**config.mk**
```make
export PLATFORM = sky130hd
export DESIGN_NAME = rtcawd_top
export DESIGN_NICKNAME = d
export VERILOG_FILES = /design/src/rtcawd_pkg.sv /design/src/rtcawd_top.sv
export VERILOG_INCLUDE_DIRS = /design/src /design/src/src
export SDC_FILE = /design/constraint.sdc
export NUM_CORES = 1
export LEC_CHECK = 0
export ABC_AREA = 1
export BUFFER_PORTS_ARGS = -buffer_cell sky130_fd_sc_hd__buf_4
export CORE_UTILIZATION = 59
export CTS_CLUSTER_DIAMETER = 100
export CTS_CLUSTER_SIZE = 40
export DETAILED_ROUTE_END_ITERATION = 7
export PLACE_DENSITY_LB_ADDON = 0.08
export SLEW_MARGIN = 25
export SYNTH_ARGS = -nofsm -noshare
export SYNTH_HDL_FRONTEND = slang
export SYNTH_SLANG_ARGS = --single-unit
```
**constraint.sdc**
```tcl
create_clock -name clk_sys_i -period 2.2 [get_ports clk_sys_i]
set_clock_uncertainty 0.05 [all_clocks]
set_input_delay 0.66 -clock clk_sys_i [delete_from_list [all_inputs] [get_ports clk_sys_i]]
set_output_delay 0.66 -clock clk_sys_i [all_outputs]
set_load 0.05 [all_outputs]
```
**src/rtcawd_cfg.svh**
```systemverilog
// Offsets, field positions, reset values and timing counts of the clock, alarm and watchdog.
`ifndef RTCAWD_CFG_SVH
`define RTCAWD_CFG_SVH
`define RTCAWD_OFF_SEC 12'h000
`define RTCAWD_OFF_SUB 12'h004
`define RTCAWD_OFF_ALARM 12'h008
`define RTCAWD_OFF_CTRL 12'h00c
`define RTCAWD_OFF_STATUS 12'h010
`define RTCAWD_OFF_MASK 12'h014
`define RTCAWD_OFF_WDSVC 12'h018
`define RTCAWD_CTRL_ADE 0
`define RTCAWD_CTRL_WDE 1
`define RTCAWD_CTRL_POL 2
`define RTCAWD_ST_CONVERSION_READY_FLAG 0
`define RTCAWD_ST_ALARM 1
`define RTCAWD_ST_USER_IO_PIN_RISE 2
`define RTCAWD_ST_USER_IO_PIN_FALL 3
`define RTCAWD_ST_LOW_DIGITAL_SUPPLY_FLAG 4
`define RTCAWD_ST_LOW_PUMP_OUTPUT_FLAG 5
`define RTCAWD_NSRC 6
`define RTCAWD_MASK_RST 6'h3e
`define RTCAWD_CTRL_RST 3'h0
`define RTCAWD_SUB_DIV 8'h80
`define RTCAWD_WD_TIMEOUT_MS 500
`define RTCAWD_WD_RESET_MS 250
`define RTCAWD_TICK_HZ 256
`define RTCAWD_WD_TICKS ((`RTCAWD_WD_TIMEOUT_MS * `RTCAWD_TICK_HZ) / 1000)
`define RTCAWD_RST_TICKS ((`RTCAWD_WD_RESET_MS * `RTCAWD_TICK_HZ) / 1000)
`endif

```
**src/rtcawd_pkg.sv**
```systemverilog
// Types of the clock, alarm, watchdog and interrupt block.
package rtcawd_pkg;
  typedef struct packed {
    logic [2:0] xtal_sync;
    logic [2:0] user_io_pin_sync;
    logic user_io_pin_last;
    logic [7:0] xdiv;
    logic [7:0] sub;
    logic [31:0] sec;
    logic [19:0] alarm;
    logic [2:0] ctrl;
    logic [5:0] status;
    logic [5:0] mask;
    logic [2:0] low_digital_supply_flag_sync;
    logic [2:0] low_pump_output_flag_sync;
    logic [2:0] conversion_ready_flag_sync;
    logic conversion_ready_flag_last;
    logic [7:0] wd_cnt;
    logic [7:0] rst_cnt;
    logic [31:0] rdata;
    logic pready;
    logic pslverr;
    logic irq;
    logic rst_out;
    logic wake;
  } rtcawd_state_t;
endpackage

```
**src/rtcawd_top.sv**
```systemverilog
// Real-time clock with alarm, watchdog and masked interrupt output on an APB slave.
//
// The APB slave port and the register offsets were chosen for this implementation.
`timescale 1ns/1ps
`include "rtcawd_cfg.svh"
module rtcawd_top (
  // System.
  input wire logic clk_sys_i,
  input wire logic arst_n_i,
  // APB slave.
  input wire logic psel_i,
  input wire logic penable_i,
  input wire logic pwrite_i,
  input wire logic [11:0] paddr_i,
  input wire logic [31:0] pwdata_i,
  input wire logic [3:0] pstrb_i,
  output logic [31:0] prdata_o,
  output logic pready_o,
  output logic pslverr_o,
  // Crystal and event inputs.
  input wire logic xtal_32k_i,
  input wire logic user_io_pin_i,
  input wire logic conversion_ready_i,
  input wire logic low_digital_supply_i,
  input wire logic low_pump_output_i,
  // Outputs.
  output logic int_o,
  output logic reset_o,
  output logic wake_o
);
  rtcawd_pkg::rtcawd_state_t s_reg;
  rtcawd_pkg::rtcawd_state_t s_next;
  logic xtal_rise;
  logic tick;
  logic setup;
  logic wr;
  logic [5:0] ev;
  logic low_digital_supply_flag;
  logic low_pump_output_flag;
  logic conversion_ready_flag;
  logic user_io_pin;

  // Register index decode, used for both reads and writes.
  function automatic logic hit(input logic [11:0] a, input logic [11:0] off);
    hit = (a == off);
  endfunction

  // Unmapped addresses answer with an error; reads return zero and writes are dropped.
  function automatic logic mapped(input logic [11:0] a);
    mapped = 1'b0;
    if (hit(a, `RTCAWD_OFF_SEC)) begin
      mapped = 1'b1;
    end
    if (hit(a, `RTCAWD_OFF_SUB)) begin
      mapped = 1'b1;
    end
    if (hit(a, `RTCAWD_OFF_ALARM)) begin
      mapped = 1'b1;
    end
    if (hit(a, `RTCAWD_OFF_CTRL)) begin
      mapped = 1'b1;
    end
    if (hit(a, `RTCAWD_OFF_STATUS)) begin
      mapped = 1'b1;
    end
    if (hit(a, `RTCAWD_OFF_MASK)) begin
      mapped = 1'b1;
    end
    if (hit(a, `RTCAWD_OFF_WDSVC)) begin
      mapped = 1'b1;
    end
  endfunction

  // Shifts a pin into its three-stage synchroniser.
  function automatic logic [2:0] shift3(input logic [2:0] q, input logic d);
    shift3 = {q[1:0], d};
  endfunction

  // A synchronised level is trusted once the second and third stages agree.
  function automatic logic agree(input logic [2:0] q);
    agree = (q[1] == q[2]);
  endfunction

  // A level input counts as high once both late stages hold it.
  function automatic logic steady_high(input logic [2:0] q);
    steady_high = q[2] & q[1];
  endfunction

  // Rising edge of a settled level against its value one cycle earlier.
  function automatic logic edge_up(input logic prev, input logic cur);
    edge_up = cur & ~prev;
  endfunction

  // The alarm compares only while it is armed.
  function automatic logic alarm_due(input rtcawd_pkg::rtcawd_state_t st);
    alarm_due = st.ctrl[`RTCAWD_CTRL_ADE] && (st.sec[19:0] == st.alarm);
  endfunction

  // Pin level of the interrupt output for a given status, mask and polarity.
  function automatic logic irq_level(input logic [5:0] st, input logic [5:0] msk, input logic pol);
    irq_level = (|(st & ~msk)) ^ pol;
  endfunction

  // Reset output is active while the watchdog pulse runs or the supply is low.
  function automatic logic rst_level(input logic [7:0] cnt, input logic low);
    rst_level = (cnt != 8'h00) | low;
  endfunction

  // Read data of one register; unmapped addresses read as zero.
  function automatic logic [31:0] read_word(input rtcawd_pkg::rtcawd_state_t st,
    input logic [11:0] a);
    read_word = 32'h0;
    case (a)
      `RTCAWD_OFF_SEC: read_word = st.sec;
      `RTCAWD_OFF_SUB: read_word = {24'h0, st.sub};
      `RTCAWD_OFF_ALARM: read_word = {12'h0, st.alarm};
      `RTCAWD_OFF_CTRL: read_word = {29'h0, st.ctrl};
      `RTCAWD_OFF_STATUS: read_word = {26'h0, st.status};
      `RTCAWD_OFF_MASK: read_word = {26'h0, st.mask};
      `RTCAWD_OFF_WDSVC: read_word = 32'h0;
      default: read_word = 32'h0;
    endcase
  endfunction

  always_comb begin
    s_next = s_reg;
    s_next.xtal_sync = shift3(s_reg.xtal_sync, xtal_32k_i);
    s_next.user_io_pin_sync = shift3(s_reg.user_io_pin_sync, user_io_pin_i);
    s_next.low_digital_supply_flag_sync = shift3(s_reg.low_digital_supply_flag_sync, low_digital_supply_i);
    s_next.low_pump_output_flag_sync = shift3(s_reg.low_pump_output_flag_sync, low_pump_output_i);
    s_next.conversion_ready_flag_sync = shift3(s_reg.conversion_ready_flag_sync, conversion_ready_i);

    // Pin edges are taken from the settled level only.
    user_io_pin = s_reg.user_io_pin_last;
    if (agree(s_reg.user_io_pin_sync)) begin
      user_io_pin = s_reg.user_io_pin_sync[2];
    end
    s_next.user_io_pin_last = user_io_pin;
    low_digital_supply_flag = steady_high(s_reg.low_digital_supply_flag_sync);
    low_pump_output_flag = steady_high(s_reg.low_pump_output_flag_sync);
    conversion_ready_flag = steady_high(s_reg.conversion_ready_flag_sync);
    s_next.conversion_ready_flag_last = conversion_ready_flag;

    // The crystal edge is taken between the second and third stages.
    xtal_rise = s_reg.xtal_sync[1] & ~s_reg.xtal_sync[2];
    tick = 1'b0;
    if (xtal_rise) begin
      if (s_reg.xdiv == `RTCAWD_SUB_DIV - 8'h01) begin
        s_next.xdiv = 8'h00;
        tick = 1'b1;
      end else begin
        s_next.xdiv = s_reg.xdiv + 8'h01;
      end
    end

    // Bus: one access phase with ready follows each setup cycle.
    setup = psel_i & ~penable_i;
    wr = psel_i & penable_i & pwrite_i & s_reg.pready;
    s_next.pready = setup;
    s_next.pslverr = 1'b0;
    s_next.rdata = 32'h0;
    s_next.wake = 1'b0;

    // Time advances; a software write below overrides in the same cycle.
    if (tick) begin
      s_next.sub = s_reg.sub + 8'h01;
      if (s_reg.sub == 8'hff) begin
        s_next.sec = s_reg.sec + 32'h1;
      end
    end

    // Event sources.
    ev = 6'h0;
    ev[`RTCAWD_ST_CONVERSION_READY_FLAG] = edge_up(s_reg.conversion_ready_flag_last, conversion_ready_flag);
    ev[`RTCAWD_ST_USER_IO_PIN_RISE] = edge_up(s_reg.user_io_pin_last, user_io_pin);
    ev[`RTCAWD_ST_USER_IO_PIN_FALL] = edge_up(user_io_pin, s_reg.user_io_pin_last);
    ev[`RTCAWD_ST_LOW_DIGITAL_SUPPLY_FLAG] = low_digital_supply_flag;
    ev[`RTCAWD_ST_LOW_PUMP_OUTPUT_FLAG] = low_pump_output_flag;
    if (tick && alarm_due(s_reg)) begin
      ev[`RTCAWD_ST_ALARM] = 1'b1;
      s_next.ctrl[`RTCAWD_CTRL_ADE] = 1'b0;
      s_next.wake = 1'b1;
    end

    // Watchdog counts crystal ticks; timeout is 500 ms plus up to one tick of phase.
    if (s_reg.ctrl[`RTCAWD_CTRL_WDE] && tick) begin
      if (s_reg.wd_cnt == 8'(`RTCAWD_WD_TICKS)) begin
        s_next.wd_cnt = 8'h00;
        s_next.rst_cnt = 8'(`RTCAWD_RST_TICKS);
      end else begin
        s_next.wd_cnt = s_reg.wd_cnt + 8'h01;
      end
    end
    if (s_reg.rst_cnt != 8'h00 && tick) begin
      s_next.rst_cnt = s_reg.rst_cnt - 8'h01;
    end

    // Register writes.
    if (wr) begin
      if (hit(paddr_i, `RTCAWD_OFF_SEC)) begin
        s_next.sec = pwdata_i;
      end

      if (hit(paddr_i, `RTCAWD_OFF_SUB)) begin
        s_next.sub = pwdata_i[7:0];
      end

      if (hit(paddr_i, `RTCAWD_OFF_ALARM)) begin
        s_next.alarm = pwdata_i[19:0];
      end

      if (hit(paddr_i, `RTCAWD_OFF_CTRL)) begin
        s_next.ctrl = pwdata_i[2:0];
        if (!pwdata_i[`RTCAWD_CTRL_WDE]) begin
          s_next.wd_cnt = 8'h00;
        end else if (!s_reg.ctrl[`RTCAWD_CTRL_WDE]) begin
          s_next.wd_cnt = 8'h00;
        end
      end

      if (hit(paddr_i, `RTCAWD_OFF_MASK)) begin
        s_next.mask = pwdata_i[5:0];
      end

      if (hit(paddr_i, `RTCAWD_OFF_WDSVC)) begin
        s_next.wd_cnt = 8'h00;
      end
    end

    // Status is write-one-to-clear; a new event in the same cycle wins.
    s_next.status = s_reg.status;
    if (wr && hit(paddr_i, `RTCAWD_OFF_STATUS)) begin
      s_next.status = s_reg.status & ~pwdata_i[5:0];
    end
    s_next.status = s_next.status | ev;

    // Read data and the error response are launched together with ready.
    if (setup) begin
      s_next.pslverr = ~mapped(paddr_i);
      if (!pwrite_i) begin
        s_next.rdata = read_word(s_reg, paddr_i);
      end
    end

    // Mask bit set means the source is blocked.
    s_next.irq = irq_level(s_next.status, s_next.mask, s_next.ctrl[`RTCAWD_CTRL_POL]);
    s_next.rst_out = rst_level(s_next.rst_cnt, low_digital_supply_flag);
  end

  always_ff @(posedge clk_sys_i or negedge arst_n_i) begin
    if (!arst_n_i) begin
      s_reg.xtal_sync <= 3'h0;
      s_reg.user_io_pin_sync <= 3'h0;
      s_reg.user_io_pin_last <= 1'b0;
      s_reg.xdiv <= 8'h00;
      s_reg.sub <= 8'h00;
      s_reg.sec <= 32'h0;
      s_reg.alarm <= 20'h0;
      s_reg.ctrl <= `RTCAWD_CTRL_RST;
      s_reg.status <= 6'h0;
      s_reg.mask <= `RTCAWD_MASK_RST;
      s_reg.low_digital_supply_flag_sync <= 3'h0;
      s_reg.low_pump_output_flag_sync <= 3'h0;
      s_reg.conversion_ready_flag_sync <= 3'h0;
      s_reg.conversion_ready_flag_last <= 1'b0;
      s_reg.wd_cnt <= 8'h00;
      s_reg.rst_cnt <= 8'h00;
      s_reg.rdata <= 32'h0;
      s_reg.pready <= 1'b0;
      s_reg.pslverr <= 1'b0;
      s_reg.irq <= 1'b0;
      s_reg.rst_out <= 1'b0;
      s_reg.wake <= 1'b0;
    end else begin
      s_reg <= s_next;
    end
  end

  assign prdata_o = s_reg.rdata;
  assign pready_o = s_reg.pready;
  assign pslverr_o = s_reg.pslverr;
  assign int_o = s_reg.irq;
  assign reset_o = s_reg.rst_out;
  assign wake_o = s_reg.wake;
endmodule

```
---- Yosys cells after proc, flatten, opt, wreduce, memory -nomap -nowiden ----
Cells that the tools add are included.
cells by class
  add/sub/neg operators ................... 5
  bitwise gates (word level) .............. 24
  eq/ne operators ......................... 11
  reductions and logical operators ........ 11
  mux-type cells .......................... 37
operator list
  kind                     number
  $pmux W32 S6             1
  $mux W32                 4
  $mux W8                  10
  $mux W63                 1
  $mux W40                 1
  $eq A12 B5 Y1 const B    3
  $add A32 B1 Y32 const B  1
  $add A8 B1 Y8 const B    3
  $eq A12 B4 Y1 const B    2
  $eq A20 B20 Y1           1
  $mux W20                 1
  $mux W6                  3
  $eq A8 B8 Y1 const B     2
  $mux W16                 1
  $reduce_bool A8 Y1       2
  $mux W1                  14
  $and A6 B6 Y6            2
  $eq A12 B3 Y1 const B    1
  $logic_not A12 Y1        1
  $not A6 Y6               2
  $and A1 B1 Y1            11
  $eq A8 B7 Y1 const B     1
  $sub A8 B1 Y8 const B    1
  $not A1 Y1               6
  8 further kinds          13
word-level totals
  logic and storage cells ................. 111
  register bits after elaboration ......... 153

---- Longest topological paths before layout ----
  word-level depth ........................ 11
  mapped depth ............................ 14

---- Least setup slack after synthesis ----
Ideal clock, no wire load.
  kind .................................... input to register
  from .................................... input port paddr_i[11]
  to ...................................... register s_reg[48] (netlist name)
  data arrival time ....................... 1.872 ns
  data required time ...................... 2.020 ns
  path buffers ............................ 0
  cell stages on the path ................. 10
  path slack .............................. 0.148 ns
  path through ............................ nor2_1 > nand2_1 > nor2_2 > nand2_1 > nor2_1 > o21ai_0 > o21ai_0 > nor2_1 > inv_1 > nor3_1
RTL lines
  what                    RTL line           RTL
  start: declaration      rtcawd_top.sv:14   input wire logic [11:0] paddr_i,
  end signal: assignment  rtcawd_top.sv:275  s_reg <= s_next;
  end: declaration        rtcawd_top.sv:31   rtcawd_pkg::rtcawd_state_t s_reg;

==> reports/summary.txt <==
outcome: finished, final reports clean
GRT Total Usage: 28.4%
top-count cell post-synth: nand2_1
drt first pass iters: 6
flop2flop setup slack: 0.14 ns
max-slew violations: 0
Initial Utilization: 60.4%
io pins: 95
share of the synthesized area in the top cell type: 46.5%
CP endpoint kind: flop
Fill cells: 1042
routed length on met2: 9230 um
Synth Net Count: 1047
post-route setup slack: 0.136 ns
Sw Pwr: 1.47 mW
Achievable Freq: 0.484 GHz
Synth area leaders: dfrtp_1, nand2_1, inv_1
Hold Slack: 0.0944 ns
total inserted antenna cells: 0
DR WL/cell: 14.6 um
Met1 Wirelength: 8020 um
Core Rows: 42
r2r startpoint: s_reg[139]$_DFFE_PN0P_
Worst Tran Pin Value: 0.472 ns
kind of critical path: reg -> reg
Fin. Hold Viols: 0
CP Data Arrival Time: 2.36 ns
Placement Cell Area: 8950 um^2
vias in the first global route: 6408
# setup viols final: 0
placed cells: 1240
Non-Filler Instances: 1273
Slew HR: 68.2%
clk slew on worst S/H paths: 0.06 ns
DRC violations left: 0
clock share of power: 49.3%
CTS tree: yes
instance count of the mapped netlist: 982
Buffers on Ports: 90
P_int: 4.94 mW
Area growth, synth to finish: 21.0%
fin crit share: 93.8%
Worst-Skew Late Latency: 0.43 ns
Design Area, Final: 9640 um^2
Pwr Density: 664 nW/um^2
combinational power share: 5.1%
number of buffers created by CTS: 17
Worst Path Required: 2.50 ns
Yosys reg bits: 153
GP Congestion: 0.915
min Tclk post-route: 2.06 ns
fin nets: 1149
first-pass GRT wire length: 30700 um
max-capacitance violation count: 0
dpl hpwl: 13400 um
Worst Path Max Fanout: 6
Post-synth EDFFs: 0
RSZ-0062 raised after global routing: yes
pin count of the biggest net entering global routing: 42
Yosys top cell by area: dfrtp_1
R2R cell count: 11
drt total wl: 18600 um
Worst R2R End: s_reg[106]$_DFF_PN0_
CTS Sinks: 153
Via density: 5.27
asr flop ratio synth: 100%
Die ar.: 14000 um^2
Routed Antenna Nets: 0
switching share of power: 22.9%
synth warn: 0
initial antenna violation count: 0
ys flop type: dfrtp_1
Overflow after GRT: 0
Synth top cells by count: nand2_1, dfrtp_1, inv_1
Mapped Area: 7970 um^2
Hold WC Path Type: in -> async
pre-CTS setup slack: -0.0111 ns
Largest register FFs: 106
Max H-tree Level: 4
root buffer cell: clkbuf_16
syn avg cell area: 8.11 um^2
Reg power frac: 45.6%
Total Power: 6.40 mW
highest signal layer in the routed design: met4
Max clock buf depth: 2
Core ar.: 13200 um^2
DR iter-0 viols: 615
Cell variety after synth: 46
met3 wire length: 1050 um
vias: 6711
CP startpoint kind: flop
layout cells sized above 1: 20.0%
Leak: 4.95 nW
sequential area share after synthesis: 48.1%
Die X: 118 um
Peak VDD IR: 0.550 mV
die height: 118 um
routing by layer:
metal / GRT usage (%) / up-vias
met1: 37.0 / 3164
li1: - / 3305
met4: 8.73 / 0
met5: 0 / -
met2: 47.3 / 213
met3: 6.27 / 29
cells by family (layout without fill, tap and decap cells):
kind of cell | after synthesis | count (layout) | synth area share [%]
simple gates | 448 | 448 | 25.5
buf+inv | 194 | 309 | 11.3
flops | 153 | 153 | 48.1
compound gates | 137 | 137 | 9.15
xor+xnor | 37 | 37 | 4.07
fa+ha+maj | 7 | 7 | 1.10
mux | 6 | 6 | 0.832
worst max path at each step:
stage               slack [ns]                   start                   end
floorplan                 0.15             paddr_i[11]   s_reg[48]$_DFF_PN0_
global placement        -0.008              paddr_i[7]       int_o$_DFF_PN0_
detailed placement       -0.01             paddr_i[11]       int_o$_DFF_PN0_
CTS                       0.07    s_reg[130]$_DFF_PN0_  s_reg[104]$_DFF_PN0_
global route             -0.03    s_reg[130]$_DFF_PN0_  s_reg[124]$_DFF_PN0_
finish                    0.14  s_reg[139]$_DFFE_PN0P_  s_reg[106]$_DFF_PN0_
per-stage QoR:
stage,utilization (%),setup TNS (ns)
after floorplan,-,0
after global placement,67.8,-0.00751
after detailed placement,67.8,-0.0111
after CTS,72.7,0
after global routing,73.1,-0.0481
final,73.1,0
what timing repair did:
action / 4_1_cts / 5_1_grt
hold buffers: 0 / 0
pin swaps: 0 / 2
gates cloned: 0 / 0
endpoints found under the setup margin: 1 / 11
gates resized for setup: 1 / 12
hold endpoints to repair: 0 / 0
buffers inserted: 0 / 1
placed cells by master, fill, tap and decap left out, types with 2 or more instances in the layout:
master and n:
clkbuf_16 17, buf_12 8, mux2_2 5, o21ai_1 3, inv_2 3, nand2_4 2, clkinvlp_4 3, a21oi_1 57
xor2_1 30, nor3_1 29, dfstp_2 5, nand2_1 215, bufinv_16 4, a211oi_1 3, nand3_1 39, ha_1 7
xnor2_1 7, o22ai_1 9, nor2_1 108, nor2_4 8, clkinv_4 2, buf_6 2, o21ai_0 53, inv_6 6
inv_1 133, nand3_4 5, nor4_1 6, nor2_2 9, a31oi_1 5, dfrtp_1 147, o21a_1 2, o211ai_1 2
buf_4 129, nor3_4 2, nand4_1 17
power by group through the flow:
stage | clock network [mW] | logic, mW | registers (mW)
global route | 3.32 | 0.367 | 2.93
floorplan | 0 | 0.125 | 2.97
finish | 3.16 | 0.324 | 2.92
CTS | 3.19 | 0.330 | 2.92
global placement | 0 | 0.323 | 2.97
detailed placement | 0 | 0.329 | 2.97
critical path: stages (launching register included):
cell and delay [ns]:
dfrtp_1 0.37, ha_1 0.15, inv_1 0.07, nor2_2 0.17, nand3_4 0.20, buf_6 0.21
nor2_8 0.10, nand2_4 0.08, nor2_4 0.13, inv_1 0.08, or2_0 0.20, a31oi_1 0.15
layout make-up:
| class | instances | area [um^2] | share of cell area, % |
|---|---|---|---|
| Clock inverter | 15 | 213 | 2.21 |
| Inverter | 138 | 520 | 5.40 |
| Clock buffer | 17 | 425 | 4.41 |
| Multi-Input combinational cell | 635 | 3270 | 33.9 |
| Sequential cell | 153 | 3840 | 39.8 |
| Tap cell | 176 | 220 | 2.28 |
| Timing Repair Buffer | 139 | 1150 | 11.9 |
(Power assumes the default switching activity.)
